**src/msl_map.svh**
```systemverilog
// Register offsets, field positions, reset values and timing counts of the
// modem host serial line controller.
// Assumes inclusion by bare name from the controller source.
`ifndef MSL_MAP_SVH
`define MSL_MAP_SVH

// ****************************************************************
// Register byte offsets
// ****************************************************************
`define MSL_REG_CTRL 8'h00
`define MSL_REG_BAUD 8'h04
`define MSL_REG_TOFF 8'h08
`define MSL_REG_STAT 8'h0c

// ****************************************************************
// Control fields
// ****************************************************************
`define MSL_CTRL_EN 0
`define MSL_CTRL_LINE_LO 1
`define MSL_CTRL_LINE_HI 2
`define MSL_CTRL_OP_LO 3
`define MSL_CTRL_OP_HI 5
`define MSL_CTRL_DTRC 6
`define MSL_CTRL_RTSC 7
`define MSL_CTRL_RST 8'h01
`define MSL_LINE_RS232 2'h0
`define MSL_LINE_RS422 2'h1
`define MSL_LINE_RS485 2'h2
`define MSL_OP_SWITCHABLE 3'h6

// ****************************************************************
// Status fields
// ****************************************************************
`define MSL_STAT_OVR 8
`define MSL_STAT_FRM 9

// ****************************************************************
// Timing
// ****************************************************************
`define MSL_CLK_HZ 40000000
`define MSL_BAUD_RST_RATE 115200
`define MSL_BAUD_DIV_RST 16'(`MSL_CLK_HZ / `MSL_BAUD_RST_RATE)
`define MSL_TOFF_RST 4'h4
`define MSL_CHAR_BITS 4'ha
`define MSL_QUARTERS 20'h0000a
`define MSL_BUS_IDLE_Q 3'h4
`define MSL_FIFO_DEPTH 32
`define MSL_FIFO_CW 6

`endif

```
**src/msl_pkg.sv**
```systemverilog
// Types of the modem host serial line controller.
// Assumes nothing of its surroundings.
package msl_pkg;
    typedef enum logic [1:0] {
        MSL_TX_IDLE,
        MSL_TX_WAIT_BUS,
        MSL_TX_SHIFT,
        MSL_TX_HOLD
    } msl_tx_state_e;

    typedef enum logic [1:0] {
        MSL_RX_IDLE,
        MSL_RX_START,
        MSL_RX_DATA,
        MSL_RX_STOP
    } msl_rx_state_e;
endpackage

```
**src/msl_serial_ctrl.sv**
```systemverilog
// Host serial line controller of a wireless data modem, with its receive FIFO.
// Assumes one 40 MHz clock, inputs synchronous to it, AXI4-Lite register access.
//
// The placing of the registers and the AXI4-Lite slave port are this design's own decisions.
`timescale 1ns/100ps
`default_nettype none
`include "msl_map.svh"

// ****************************************************************
// Receive FIFO
// ****************************************************************
module msl_fifo #(
    parameter int WIDTH = 8,
    parameter int DEPTH = 32,
    parameter int CW = 6
) (
    // Clock and reset
    input wire logic sys_clk,
    input wire logic reset_n,
    // Fill side
    input wire logic in_valid,
    output logic in_ready,
    input wire logic [WIDTH-1:0] in_data,
    // Drain side
    output logic out_valid,
    input wire logic out_ready,
    output logic [WIDTH-1:0] out_data,
    // Fill level
    output logic [CW-1:0] count
);
    logic [WIDTH-1:0] mem [DEPTH];
    logic [CW-2:0] wr_ptr_r;
    logic [CW-2:0] rd_ptr_r;
    logic [CW-1:0] count_r;
    logic do_wr;
    logic do_rd;

    assign in_ready = (count_r != CW'(DEPTH));
    assign out_valid = (count_r != '0);
    assign out_data = mem[rd_ptr_r];
    assign count = count_r;
    assign do_wr = in_valid & in_ready;
    assign do_rd = out_valid & out_ready;

    always_ff @(posedge sys_clk) begin
        if (do_wr) begin
            mem[wr_ptr_r] <= in_data;
        end
    end

    always_ff @(posedge sys_clk or negedge reset_n) begin
        if (!reset_n) begin
            wr_ptr_r <= '0;
            rd_ptr_r <= '0;
            count_r <= '0;
        end else begin
            if (do_wr) begin
                wr_ptr_r <= wr_ptr_r + 1'b1;
            end
            if (do_rd) begin
                rd_ptr_r <= rd_ptr_r + 1'b1;
            end
            if (do_wr && !do_rd) begin
                count_r <= count_r + 1'b1;
            end else if (do_rd && !do_wr) begin
                count_r <= count_r - 1'b1;
            end
        end
    end
endmodule

module msl_serial_ctrl (
    // Clock and reset
    input wire logic sys_clk,
    input wire logic reset_n,
    // AXI4-Lite write address
    input wire logic s_axi_awvalid,
    output logic s_axi_awready,
    input wire logic [7:0] s_axi_awaddr,
    // AXI4-Lite write data
    input wire logic s_axi_wvalid,
    output logic s_axi_wready,
    input wire logic [31:0] s_axi_wdata,
    input wire logic [3:0] s_axi_wstrb,
    // AXI4-Lite write response
    output logic s_axi_bvalid,
    input wire logic s_axi_bready,
    output logic [1:0] s_axi_bresp,
    // AXI4-Lite read address
    input wire logic s_axi_arvalid,
    output logic s_axi_arready,
    input wire logic [7:0] s_axi_araddr,
    // AXI4-Lite read data
    output logic s_axi_rvalid,
    input wire logic s_axi_rready,
    output logic [31:0] s_axi_rdata,
    output logic [1:0] s_axi_rresp,
    // Host serial pins
    output logic txd_out,
    input wire logic rxd_in,
    output logic cd_out,
    output logic cts_out,
    input wire logic dtr_in,
    input wire logic rts_in,
    output logic line_drv_en,
    // Radio side
    input wire logic link_up,
    input wire logic radio_tx_valid,
    output logic radio_tx_ready,
    input wire logic [7:0] radio_tx_data,
    output logic radio_rx_valid,
    input wire logic radio_rx_ready,
    output logic [7:0] radio_rx_data,
    output logic dtr_ctl,
    output logic rts_ctl
);
    // ****************************************************************
    // Declarations
    // ****************************************************************
    logic aw_held_r, w_held_r, bvalid_r, rvalid_r;
    logic [7:0] aw_addr_r;
    logic [31:0] w_data_r, rdata_r;
    logic [3:0] w_strb_r;
    logic [1:0] bresp_r, rresp_r;
    logic [7:0] ctrl_r;
    logic [15:0] baud_r;
    logic [3:0] toff_r;
    logic ovr_r, frm_r;
    logic do_write, rd_take;
    logic [31:0] wr_merge, rd_mux;
    logic rd_hit, wr_hit;
    logic enable, mode422, mode485;
    logic [19:0] q_len, q_cnt_r;
    logic q_tick, q_restart;
    logic [2:0] idle_q_r;
    logic bus_idle_ok;
    msl_pkg::msl_tx_state_e tx_st_r;
    logic [9:0] tx_shift_r;
    logic [3:0] tx_bits_r, hold_cnt_r;
    logic [15:0] tx_cnt_r;
    logic tx_load, tx_bit_end, tx_last;
    msl_pkg::msl_rx_state_e rx_st_r;
    logic [15:0] rx_cnt_r;
    logic [2:0] rx_bits_r;
    logic [7:0] rx_sr_r;
    logic rx_line, rx_bit_end, rx_push, rx_bad;
    logic fifo_in_ready;
    logic [5:0] fifo_count;

    assign enable = ctrl_r[`MSL_CTRL_EN];
    assign mode422 = (ctrl_r[`MSL_CTRL_LINE_HI:`MSL_CTRL_LINE_LO] == `MSL_LINE_RS422);
    assign mode485 = (ctrl_r[`MSL_CTRL_LINE_HI:`MSL_CTRL_LINE_LO] == `MSL_LINE_RS485);

    // ****************************************************************
    // AXI4-Lite slave
    // ****************************************************************
    assign s_axi_awready = !aw_held_r;
    assign s_axi_wready = !w_held_r;
    assign s_axi_bvalid = bvalid_r;
    assign s_axi_bresp = bresp_r;
    assign s_axi_arready = !rvalid_r;
    assign s_axi_rvalid = rvalid_r;
    assign s_axi_rdata = rdata_r;
    assign s_axi_rresp = rresp_r;
    assign do_write = aw_held_r & w_held_r & !bvalid_r;
    assign rd_take = s_axi_arvalid & !rvalid_r;
    assign wr_hit = (aw_addr_r == `MSL_REG_CTRL) | (aw_addr_r == `MSL_REG_BAUD) |
                    (aw_addr_r == `MSL_REG_TOFF) | (aw_addr_r == `MSL_REG_STAT);

    // Byte lanes merged over the current register value
    always_comb begin
        logic [31:0] cur;
        cur = 32'h0;
        unique case (aw_addr_r)
            `MSL_REG_CTRL: cur = {24'h0, ctrl_r};
            `MSL_REG_BAUD: cur = {16'h0, baud_r};
            `MSL_REG_TOFF: cur = {28'h0, toff_r};
            default: cur = 32'h0;
        endcase
        for (int i = 0; i < 4; i++) begin
            wr_merge[i*8 +: 8] = w_strb_r[i] ? w_data_r[i*8 +: 8] : cur[i*8 +: 8];
        end
    end

    always_comb begin
        rd_hit = 1'b1;
        unique case (s_axi_araddr)
            `MSL_REG_CTRL: rd_mux = {24'h0, ctrl_r};
            `MSL_REG_BAUD: rd_mux = {16'h0, baud_r};
            `MSL_REG_TOFF: rd_mux = {28'h0, toff_r};
            `MSL_REG_STAT: rd_mux = {10'h0, fifo_count, 6'h0, frm_r, ovr_r, 1'b0, rts_in, dtr_in,
                                     (tx_st_r != msl_pkg::MSL_TX_IDLE), bus_idle_ok, line_drv_en,
                                     cts_out, cd_out};
            default: begin
                rd_mux = 32'h0;
                rd_hit = 1'b0;
            end
        endcase
    end

    always_ff @(posedge sys_clk or negedge reset_n) begin
        if (!reset_n) begin
            aw_held_r <= 1'b0;
            aw_addr_r <= 8'h00;
            w_held_r <= 1'b0;
            w_data_r <= 32'h0;
            w_strb_r <= 4'h0;
            bvalid_r <= 1'b0;
            bresp_r <= 2'h0;
        end else begin
            if (s_axi_awvalid && !aw_held_r) begin
                aw_held_r <= 1'b1;
                aw_addr_r <= s_axi_awaddr;
            end
            if (s_axi_wvalid && !w_held_r) begin
                w_held_r <= 1'b1;
                w_data_r <= s_axi_wdata;
                w_strb_r <= s_axi_wstrb;
            end
            if (do_write) begin
                aw_held_r <= 1'b0;
                w_held_r <= 1'b0;
                bvalid_r <= 1'b1;
                bresp_r <= wr_hit ? 2'h0 : 2'h2;
            end else if (bvalid_r && s_axi_bready) begin
                bvalid_r <= 1'b0;
            end
        end
    end

    always_ff @(posedge sys_clk or negedge reset_n) begin
        if (!reset_n) begin
            rvalid_r <= 1'b0;
            rdata_r <= 32'h0;
            rresp_r <= 2'h0;
        end else if (rd_take) begin
            rvalid_r <= 1'b1;
            rdata_r <= rd_mux;
            rresp_r <= rd_hit ? 2'h0 : 2'h2;
        end else if (rvalid_r && s_axi_rready) begin
            rvalid_r <= 1'b0;
        end
    end

    // ****************************************************************
    // Configuration registers
    // ****************************************************************
    always_ff @(posedge sys_clk or negedge reset_n) begin
        if (!reset_n) begin
            ctrl_r <= `MSL_CTRL_RST;
            baud_r <= `MSL_BAUD_DIV_RST;
            toff_r <= `MSL_TOFF_RST;
        end else if (do_write) begin
            if (aw_addr_r == `MSL_REG_CTRL) begin
                ctrl_r <= wr_merge[7:0];
            end
            // Any nonzero divisor, so the top host rate stays reachable
            if (aw_addr_r == `MSL_REG_BAUD && wr_merge[15:0] != 16'h0) begin
                baud_r <= wr_merge[15:0];
            end
            if (aw_addr_r == `MSL_REG_TOFF && wr_merge[3:0] != 4'h0) begin
                toff_r <= wr_merge[3:0];
            end
        end
    end

    // Error flags: hardware set wins over software clear
    always_ff @(posedge sys_clk or negedge reset_n) begin
        if (!reset_n) begin
            ovr_r <= 1'b0;
            frm_r <= 1'b0;
        end else begin
            if (rx_push && !fifo_in_ready) begin
                ovr_r <= 1'b1;
            end else if (do_write && aw_addr_r == `MSL_REG_STAT && w_strb_r[1] && w_data_r[`MSL_STAT_OVR]) begin
                ovr_r <= 1'b0;
            end
            if (rx_bad) begin
                frm_r <= 1'b1;
            end else if (do_write && aw_addr_r == `MSL_REG_STAT && w_strb_r[1] && w_data_r[`MSL_STAT_FRM]) begin
                frm_r <= 1'b0;
            end
        end
    end

    // ****************************************************************
    // Modem control lines
    // ****************************************************************
    always_ff @(posedge sys_clk or negedge reset_n) begin
        if (!reset_n) begin
            cd_out <= 1'b0;
            cts_out <= 1'b0;
            dtr_ctl <= 1'b0;
            rts_ctl <= 1'b0;
        end else begin
            cd_out <= link_up;
            // Margin of one entry for a byte already in flight
            cts_out <= enable & (fifo_count < 6'(`MSL_FIFO_DEPTH - 1));
            rts_ctl <= rts_in & ctrl_r[`MSL_CTRL_RTSC];
            dtr_ctl <= dtr_in & ((ctrl_r[`MSL_CTRL_OP_HI:`MSL_CTRL_OP_LO] == `MSL_OP_SWITCHABLE) |
                                 ctrl_r[`MSL_CTRL_DTRC]);
        end
    end

    // ****************************************************************
    // Quarter-character tick and bus idle check
    // ****************************************************************
    assign q_len = 20'((20'(baud_r) * `MSL_QUARTERS) >> 2);
    assign q_tick = (q_cnt_r >= q_len - 20'h1);
    assign q_restart = tx_bit_end & tx_last;

    always_ff @(posedge sys_clk or negedge reset_n) begin
        if (!reset_n) begin
            q_cnt_r <= 20'h0;
        end else if (q_restart || q_tick) begin
            q_cnt_r <= 20'h0;
        end else begin
            q_cnt_r <= q_cnt_r + 20'h1;
        end
    end

    // One quiet character on the pair before driving it
    always_ff @(posedge sys_clk or negedge reset_n) begin
        if (!reset_n) begin
            idle_q_r <= 3'h0;
        end else if (!rxd_in || rx_st_r != msl_pkg::MSL_RX_IDLE) begin
            idle_q_r <= 3'h0;
        end else if (q_tick && !bus_idle_ok) begin
            idle_q_r <= idle_q_r + 3'h1;
        end
    end
    assign bus_idle_ok = (idle_q_r >= `MSL_BUS_IDLE_Q);

    // ****************************************************************
    // Transmitter toward the host
    // ****************************************************************
    // No address filter: every radio byte goes out the port
    assign tx_load = enable & radio_tx_valid &
                     (((tx_st_r == msl_pkg::MSL_TX_IDLE) & !mode485) |
                      ((tx_st_r == msl_pkg::MSL_TX_WAIT_BUS) & bus_idle_ok) |
                      (tx_st_r == msl_pkg::MSL_TX_HOLD));
    assign radio_tx_ready = tx_load;
    assign tx_bit_end = (tx_st_r == msl_pkg::MSL_TX_SHIFT) & (tx_cnt_r == baud_r - 16'h1);
    assign tx_last = (tx_bits_r == 4'h1);

    always_ff @(posedge sys_clk or negedge reset_n) begin
        if (!reset_n) begin
            tx_st_r <= msl_pkg::MSL_TX_IDLE;
            tx_shift_r <= 10'h3ff;
            tx_bits_r <= 4'h0;
            tx_cnt_r <= 16'h0;
            hold_cnt_r <= 4'h0;
        end else if (tx_load) begin
            tx_st_r <= msl_pkg::MSL_TX_SHIFT;
            tx_shift_r <= {1'b1, radio_tx_data, 1'b0};
            tx_bits_r <= `MSL_CHAR_BITS;
            tx_cnt_r <= 16'h0;
        end else begin
            unique case (tx_st_r)
                msl_pkg::MSL_TX_IDLE: begin
                    if (enable && radio_tx_valid && mode485) begin
                        tx_st_r <= msl_pkg::MSL_TX_WAIT_BUS;
                    end
                end
                msl_pkg::MSL_TX_WAIT_BUS: begin
                    if (!enable) begin
                        tx_st_r <= msl_pkg::MSL_TX_IDLE;
                    end
                end
                msl_pkg::MSL_TX_SHIFT: begin
                    if (tx_bit_end) begin
                        tx_cnt_r <= 16'h0;
                        tx_shift_r <= {1'b1, tx_shift_r[9:1]};
                        tx_bits_r <= tx_bits_r - 4'h1;
                        if (tx_last) begin
                            tx_st_r <= mode485 ? msl_pkg::MSL_TX_HOLD : msl_pkg::MSL_TX_IDLE;
                            hold_cnt_r <= toff_r;
                        end
                    end else begin
                        tx_cnt_r <= tx_cnt_r + 16'h1;
                    end
                end
                msl_pkg::MSL_TX_HOLD: begin
                    if (q_tick) begin
                        hold_cnt_r <= hold_cnt_r - 4'h1;
                        if (hold_cnt_r <= 4'h1) begin
                            tx_st_r <= msl_pkg::MSL_TX_IDLE;
                        end
                    end
                end
            endcase
        end
    end

    assign txd_out = tx_shift_r[0];

    // RS-232 and RS-422 drive continuously; RS-485 only while it owns the pair
    assign line_drv_en = mode485 ? ((tx_st_r == msl_pkg::MSL_TX_SHIFT) | (tx_st_r == msl_pkg::MSL_TX_HOLD))
                                 : (mode422 | !mode485);

    // ****************************************************************
    // Receiver from the host
    // ****************************************************************
    // Own echo masked while driving a two-wire pair
    assign rx_line = (mode485 & line_drv_en) | rxd_in;
    assign rx_bit_end = (rx_cnt_r == baud_r - 16'h1);
    // CTS is the only handshake, in every line mode: a byte without FIFO room is an overrun
    assign rx_push = (rx_st_r == msl_pkg::MSL_RX_STOP) & rx_bit_end & rx_line;
    assign rx_bad = (rx_st_r == msl_pkg::MSL_RX_STOP) & rx_bit_end & !rx_line;

    always_ff @(posedge sys_clk or negedge reset_n) begin
        if (!reset_n) begin
            rx_st_r <= msl_pkg::MSL_RX_IDLE;
            rx_cnt_r <= 16'h0;
            rx_bits_r <= 3'h0;
            rx_sr_r <= 8'h00;
        end else begin
            rx_cnt_r <= rx_cnt_r + 16'h1;
            unique case (rx_st_r)
                msl_pkg::MSL_RX_IDLE: begin
                    rx_cnt_r <= 16'h0;
                    if (enable && !rx_line) begin
                        rx_st_r <= msl_pkg::MSL_RX_START;
                    end
                end
                msl_pkg::MSL_RX_START: begin
                    if (rx_cnt_r == (baud_r >> 1)) begin
                        rx_cnt_r <= 16'h0;
                        rx_bits_r <= 3'h0;
                        rx_st_r <= rx_line ? msl_pkg::MSL_RX_IDLE : msl_pkg::MSL_RX_DATA;
                    end
                end
                msl_pkg::MSL_RX_DATA: begin
                    if (rx_bit_end) begin
                        rx_cnt_r <= 16'h0;
                        rx_sr_r <= {rx_line, rx_sr_r[7:1]};
                        rx_bits_r <= rx_bits_r + 3'h1;
                        if (rx_bits_r == 3'h7) begin
                            rx_st_r <= msl_pkg::MSL_RX_STOP;
                        end
                    end
                end
                msl_pkg::MSL_RX_STOP: begin
                    if (rx_bit_end) begin
                        rx_st_r <= msl_pkg::MSL_RX_IDLE;
                    end
                end
            endcase
        end
    end

    // ****************************************************************
    // Receive buffer toward the radio
    // ****************************************************************
    msl_fifo #(
        .WIDTH(8),
        .DEPTH(`MSL_FIFO_DEPTH),
        .CW(`MSL_FIFO_CW)
    ) u_rx_fifo (
        .sys_clk(sys_clk),
        .reset_n(reset_n),
        .in_valid(rx_push),
        .in_ready(fifo_in_ready),
        .in_data(rx_sr_r),
        .out_valid(radio_rx_valid),
        .out_ready(radio_rx_ready),
        .out_data(radio_rx_data),
        .count(fifo_count)
    );
endmodule
`default_nettype wire

```
**config.mk**
```make
export PLATFORM = sky130hd
export DESIGN_NAME = msl_serial_ctrl
export DESIGN_NICKNAME = d
export VERILOG_FILES = /design/src/msl_pkg.sv /design/src/msl_serial_ctrl.sv
export VERILOG_INCLUDE_DIRS = /design/src
export SDC_FILE = /design/constraint.sdc
export NUM_CORES = 1
export LEC_CHECK = 0
export BUFFER_PORTS_ARGS = -buffer_cell sky130_fd_sc_hd__buf_2
export CAP_MARGIN = 20
export CORE_ASPECT_RATIO = 2
export CORE_MARGIN = 2
export CORE_UTILIZATION = 60
export DETAILED_ROUTE_END_ITERATION = 10
export GPL_TIMING_DRIVEN = 0
export MAX_ROUTING_LAYER = met4
export PLACE_DENSITY = 0.91
export SYNTH_ARGS = -nofsm -noshare
export SYNTH_HDL_FRONTEND = slang
export SYNTH_SLANG_ARGS = --single-unit
```
**constraint.sdc**
```tcl
create_clock -name sys_clk -period 7.5 [get_ports sys_clk]
set_input_delay 1.5 -clock sys_clk [delete_from_list [all_inputs] [get_ports sys_clk]]
set_output_delay 1.5 -clock sys_clk [all_outputs]
set_load 0.02 [all_outputs]
```
Yosys cells after proc, flatten, opt, wreduce, memory -nomap -nowiden:

Memories as Yosys holds them, arrays and structs flattened.
Index checks and enable logic that the tools add are counted.

* bits in registers: 204
* memory bits (writable): 256
* input port bits: 73
* output and inout port bits: 57
* memories kept: 1

* add/subtract/negate cells: 13
* $mul: 1
* $lt $le $gt $ge: 4
* equality and inequality tests: 35
* mux-type cells: 62
* bitwise logic cells: 28
* reductions and logical operators: 61

Memory list
* u_rx_fifo.mem: depth 32, bits a word 8, rd ports 1, clocked after memory_dff 0, write ports 1, line msl_serial_ctrl.sv:31 `logic [WIDTH-1:0] mem [DEPTH];`

Operators with widths (count)
* 16-bit one-hot mux with 3 select lines: 2
* 22-bit one-hot mux with 4 select lines: 1
* 16-bit two-way mux: 5
* 16-bit by 1-bit adder with 16-bit output (second input constant): 2
* 16-bit equality test: 2
* 8-bit by 4-bit equality test with 1-bit output (second input constant): 4
* 2-bit two-way mux: 16
* 10-bit two-way mux: 3
* 2-bit nonzero test: 14
* 4-bit two-way mux: 6
* 20-bit by 1-bit adder with 20-bit output (second input constant): 1
* 20-bit >= comparator: 1
* 20-bit two-way mux: 1
* 16-bit by 3-bit multiplier with 19-bit output (second input constant): 1
* 18-bit by 1-bit subtractor with 19-bit output (second input constant): 1
* 1-bit AND: 18
* 1-bit logical AND: 17
* 16-bit by 15-bit equality test with 1-bit output: 1
* 8-bit by 3-bit equality test with 1-bit output (second input constant): 2
* 8-bit logical NOT: 2
* 1-bit two-way mux: 16
* 8-bit two-way mux: 2
* 2-bit != test (second input constant): 8
* 2-bit one-hot mux with 4 select lines: 2
* other kinds (33): 76

Depth between registers and ports, before layout:

* depth after elaboration: 12
* depth in mapped cells: 20
* gate-level depth less buffers: 20

By module:

From an unflattened synthesis, not the netlist that was laid out.

* cell total of the unflattened synthesis: 1714
* area total of the unflattened synthesis: 22130.0 µm²

Modules (own cells, without submodules)
* msl_serial_ctrl: times used 1, cells an instance 1155, area an instance 11182.0 µm²
* msl_fifo: times used 1, cells an instance 559, area an instance 10948.0 µm²

Worst setup path after synthesis:

No wires, ideal clock.

* path type: register to register
* start: register baud_r[4]
* end: register tx_st_r[0]
* setup time: 0.131 ns
* arrival time: 5.201 ns
* data required time: 7.369 ns
* slack: 2.168 ns
* cell stages (with the launch flop): 17
* period minus slack after synthesis: 5.332 ns
* cells stage by stage: dfstp_2 -> ha_1 -> ha_1 -> a211oi_1 -> o311ai_1 -> and3_1 -> a221oi_1 -> xnor2_1 -> or4b_1 -> or4b_1 -> ha_1 -> nand4_1 -> or4_1 -> o211a_1 -> o211ai_1 -> o41ai_1 -> or3_1

* cells in the longest elaborated chain, start to end: 5
* elaborated cells on any way between the ends: 9
* classes of those cells: add/sub: 2; mul: 1; order compare: 1; eq/ne: 3; bitwise: 1; reduce/logical: 1

Ends and longest elaborated chain
* from (decl): line msl_serial_ctrl.sv:126 `logic [15:0] baud_r;`
* from (signal assigned): line msl_serial_ctrl.sv:251 `` baud_r <= `MSL_BAUD_DIV_RST; ``
* from (signal assigned): line msl_serial_ctrl.sv:259 `baud_r <= wr_merge[15:0];`
* 16-bit by 3-bit multiplier with 19-bit output (no line) or 16-bit by 1-bit subtractor with 16-bit output (tied branches)
* 18-bit by 1-bit subtractor with 19-bit output or 16-bit equality test (tied branches): line msl_serial_ctrl.sv:309, msl_serial_ctrl.sv:343
* 20-bit >= comparator or 1-bit AND (tied branches): line msl_serial_ctrl.sv:309, msl_serial_ctrl.sv:343
* 3-bit != test (no line)
* 6-bit AND reduction (no line) *
* to (signal assigned): line msl_serial_ctrl.sv:348 `tx_st_r <= msl_pkg::MSL_TX_IDLE;`
* to (signal assigned): line msl_serial_ctrl.sv:354 `tx_st_r <= msl_pkg::MSL_TX_SHIFT;`
* to (signal assigned): line msl_serial_ctrl.sv:362 `tx_st_r <= msl_pkg::MSL_TX_WAIT_BUS;`
* to (decl): line msl_serial_ctrl.sv:137 `msl_pkg::msl_tx_state_e tx_st_r;`

Mark *: on every way between the ends. The rest lies on a longest branch, timed or not.
A chain may end at the register's enable or synchronous reset.

Worst setup path after layout:

* start: register baud_r[1]
* end: register q_cnt_r[14]

* cells in the longest elaborated chain, start to end: 6
* elaborated cells on any way between the ends: 9
* classes of those cells: add/sub: 2; mul: 1; order compare: 1; eq/ne: 1; mux: 1; bitwise: 2; reduce/logical: 1

Ends and longest elaborated chain
* parallel branches: the longest is 4 deep, another holds 20-bit >= comparator
* 1-bit logical OR *: line msl_serial_ctrl.sv:315 `end else if (q_restart || q_tick) begin`
* 20-bit two-way mux *: line msl_serial_ctrl.sv:315
* to (signal assigned): line msl_serial_ctrl.sv:318 `q_cnt_r <= q_cnt_r + 20'h1;`
* to (decl): line msl_serial_ctrl.sv:133 `logic [19:0] q_len, q_cnt_r;`

Mark *: on every way between the ends.

==> run summary <==
Ports = 130
Yosys warning total = 0
CP bufs+invs = 1
clock transition at the registers of the reported paths = 0.07 ns
setup_tns = 0 ns
CTS tree = done
met2 GRT Util = 0.551
worst setup margin = 1.06 ns
Post-synth EDFFs = 256
final setup vio count = 0
share of cells above drive strength 1 = 0.201
Via density = 6.27
TritonRoute pass-1 iters = 5
slew margin rel. = 0.322
most common cell after layout, fill and taps aside = edfxtp_1
max incr delay on CP = 0.70 ns
core region area = 35600 um2
# rows = 98
I/O Buffers = 99
unrepaired setup endpoints after global routing = no
hpwl dp = 38400 um
routed len/inst = 23.5 um
CTS Buffer Depth = 3
Post-Route WL = 53200 um
first-pass GRT wire length = 82300 um
# DRC = 0
starting density of the core = 0.607
nets = 1935
worst vdd ir = 0.000317 V
fin crit share = 0.858
cell leakage power = 10.3 nW
Synth Cell Area = 21600 um2
Avg Cell Area, Syn = 13.3 um2
CP Data Arrival Time = 6.86 ns
busiest grt layer = met2
CTS Hold Buffers Added = 0
worst path required time = 7.92 ns
crit start category = register
Yosys reg bits = 447
Via Count = 14.2k
Cell Chain, Critical Path = ha_1 > ha_1 > a211oi_1 > o311ai_1 > and3_1 > a221oi_1 > xnor2_1 > or4b_1 > or4b_1 > ha_1 > nand4_1 > or4_1 > o211a_1 > o21ai_0 > clkbuf_1 > nor2_1
worst skew pair latency = 0.55 ns
grt ovf = 0
GR Layer Usage met1 = 0.271
Root Buffer = clkbuf_16
# clock sinks = 447
met3 usage = 0.0390
vias in the first global route = 15.1k
endpoints failing hold = 0
Post-CTS Setup Inserts = 0
Placer Congestion = 0.998
status = completed
Max Slew Vio Count = 0
CP max FO = 10
H-Tree Depth = 2
Tightest Pin Transition = 1.02 ns
Hold Path Class = reg2reg
Period minus WS final = 6.44 ns
clock skew = 0.0140 ns
pin count of the biggest net entering global routing = 103
GRT Overall Usage = 0.292
crit path kind = reg2reg
DRT antenna net count = 0
worst slack, placed = 1.11 ns
Num CTS Buffers = 38
cts repair resizes = 0
Detailed Route Iter0 Violations = 877
total die area = 37600 um2
Die X = 138 um
Mapped Cells = 1629
Area Overhead vs Synth = 12.3%
most frequent cells in the layout = edfxtp_1, dfrtp_1, nor2_1
CP endpoint kind = register
CP max-delay cell = dfstp_2
sequential fraction of the synthesis area = 0.579
Max-Cap Viols = 0
CP most frequent cell = ha_1
initial antenna violation count = 0
Most used DFF post-synth = edfxtp_1
Max Freq = 155 MHz
pwr dens = 301 nW/um2
async set-reset flop share out of synthesis = 0.427
Die Y = 272 um
post-synth cell types = 79
family with the most delay on the worst path = compound AO/OA/AOI/OAI gates
## per-layer routing
| metal | wire length [um] | vias up |
|---|---|---|
| met3 | 2490 | 226 |
| met1 | 16600 | 7085 |
| met2 | 29900 | 597 |
| met4 | 4200 | 0 |
| li1 | - | 6334 |
| met5 | 0 | - |
## cell type report
type / instances / area, um2
diodes: 1 / 2.50
plain buffers: 87 / 388
clock buffers: 51 / 1050
clock inverters: 19 / 243
fillers: 2424 / 11300
inverters: 43 / 161
multi-input cells: 1063 / 8590
flip-flops and latches: 447 / 12500
well taps: 450 / 563
repair buffers: 109 / 758
## worst paths after layout
| kind | slack, ns | from | cells after the start | to |
|---|---|---|---|---|
| min in group asynchronous | 0.92 | reset_n | 1 | q_cnt_r[1] |
| max in group asynchronous | 5.56 | reset_n | 2 | s_axi_rdata[18] |
| worst min register to register | 0.48 | s_axi_rdata[3] | 2 | s_axi_rdata[3] |
| worst min-delay path | 0.48 | s_axi_rdata[3] | 2 | s_axi_rdata[3] |
| worst max-delay path | 1.06 | baud_r[1] | 16 | q_cnt_r[14] |
| worst max register to register | 1.06 | baud_r[1] | 16 | q_cnt_r[14] |
## worst min-delay path, delay by kind of cell, from the launching register on
family           cells  cell delay [ns]
and+or+nand+nor      2             0.10
DFF                  1             0.35
## power breakdown
group	switching (mW)	internal, mW	total, mW
Clock	0.916	1.14	2.06
Combinational	1.28	0.981	2.26
Sequential	0.206	2.76	2.97
## cells by family after synthesis
| family | count (synthesis) | synth area share |
|---|---|---|
| multiplexers | 170 | 0.131 |
| other | 1 | 0.000174 |
| flip-flops | 447 | 0.579 |
| adder cells (fa/ha/maj) | 73 | 0.0430 |
| buffers and inverters | 130 | 0.0254 |
| AO/OA/AOI/OAI | 176 | 0.0523 |
| AND/OR/NAND/NOR | 494 | 0.109 |
| XOR/XNOR | 138 | 0.0598 |
## sequential cells by signal (all words and copies together) (netlist names), 3 cells and up, named ones only
| name | count |
|---|---|
| tx_bits_r | 4 |
| baud_r | 16 |
| rx_bits_r | 3 |
| toff_r | 4 |
| u_rx_fifo.rd_ptr_r | 5 |
| w_data_r | 16 |
| rx_sr_r | 8 |
| aw_addr_r | 8 |
| u_rx_fifo.count | 6 |
| u_rx_fifo.wr_ptr_r | 5 |
| rx_cnt_r | 16 |
| hold_cnt_r | 4 |
| ctrl_r | 8 |
| u_rx_fifo.mem | 256 |
| tx_cnt_r | 16 |
| q_cnt_r | 20 |
| s_axi_rdata | 22 |
| idle_q_r | 3 |
| tx_shift_r | 9 |
## metrics by stage
stage                     cell area (um2)  instances  hold WS [ns]   util  total power [mW]
after CTS                           24000       2261         0.475  0.676              7.28
final                               24200       2270         0.477  0.682              7.29
after floorplan                     21600       1640         0.448      -              4.66
after global routing                24200       2269         0.497  0.682              7.65
after detailed placement            22700       2191         0.455  0.639              5.24
after global placement              22700       2189         0.451  0.638              5.13
## cells in the mapped netlist (38+ instances only)
master    count  share of area
clkbuf_1     55         0.0096
nand3_1      63          0.015
nand2_1     132          0.023
dfrtp_1     174           0.20
ha_1         71          0.041
xor2_1       69          0.028
edfxtp_1    256           0.36
mux2_2       57          0.030
o21ai_0      55          0.013
a21oi_1      38         0.0088
xnor2_1      63          0.026
inv_1        43         0.0075
nor2_1      146          0.025
mux4_2       84          0.088
(Power assumes the default switching activity.)
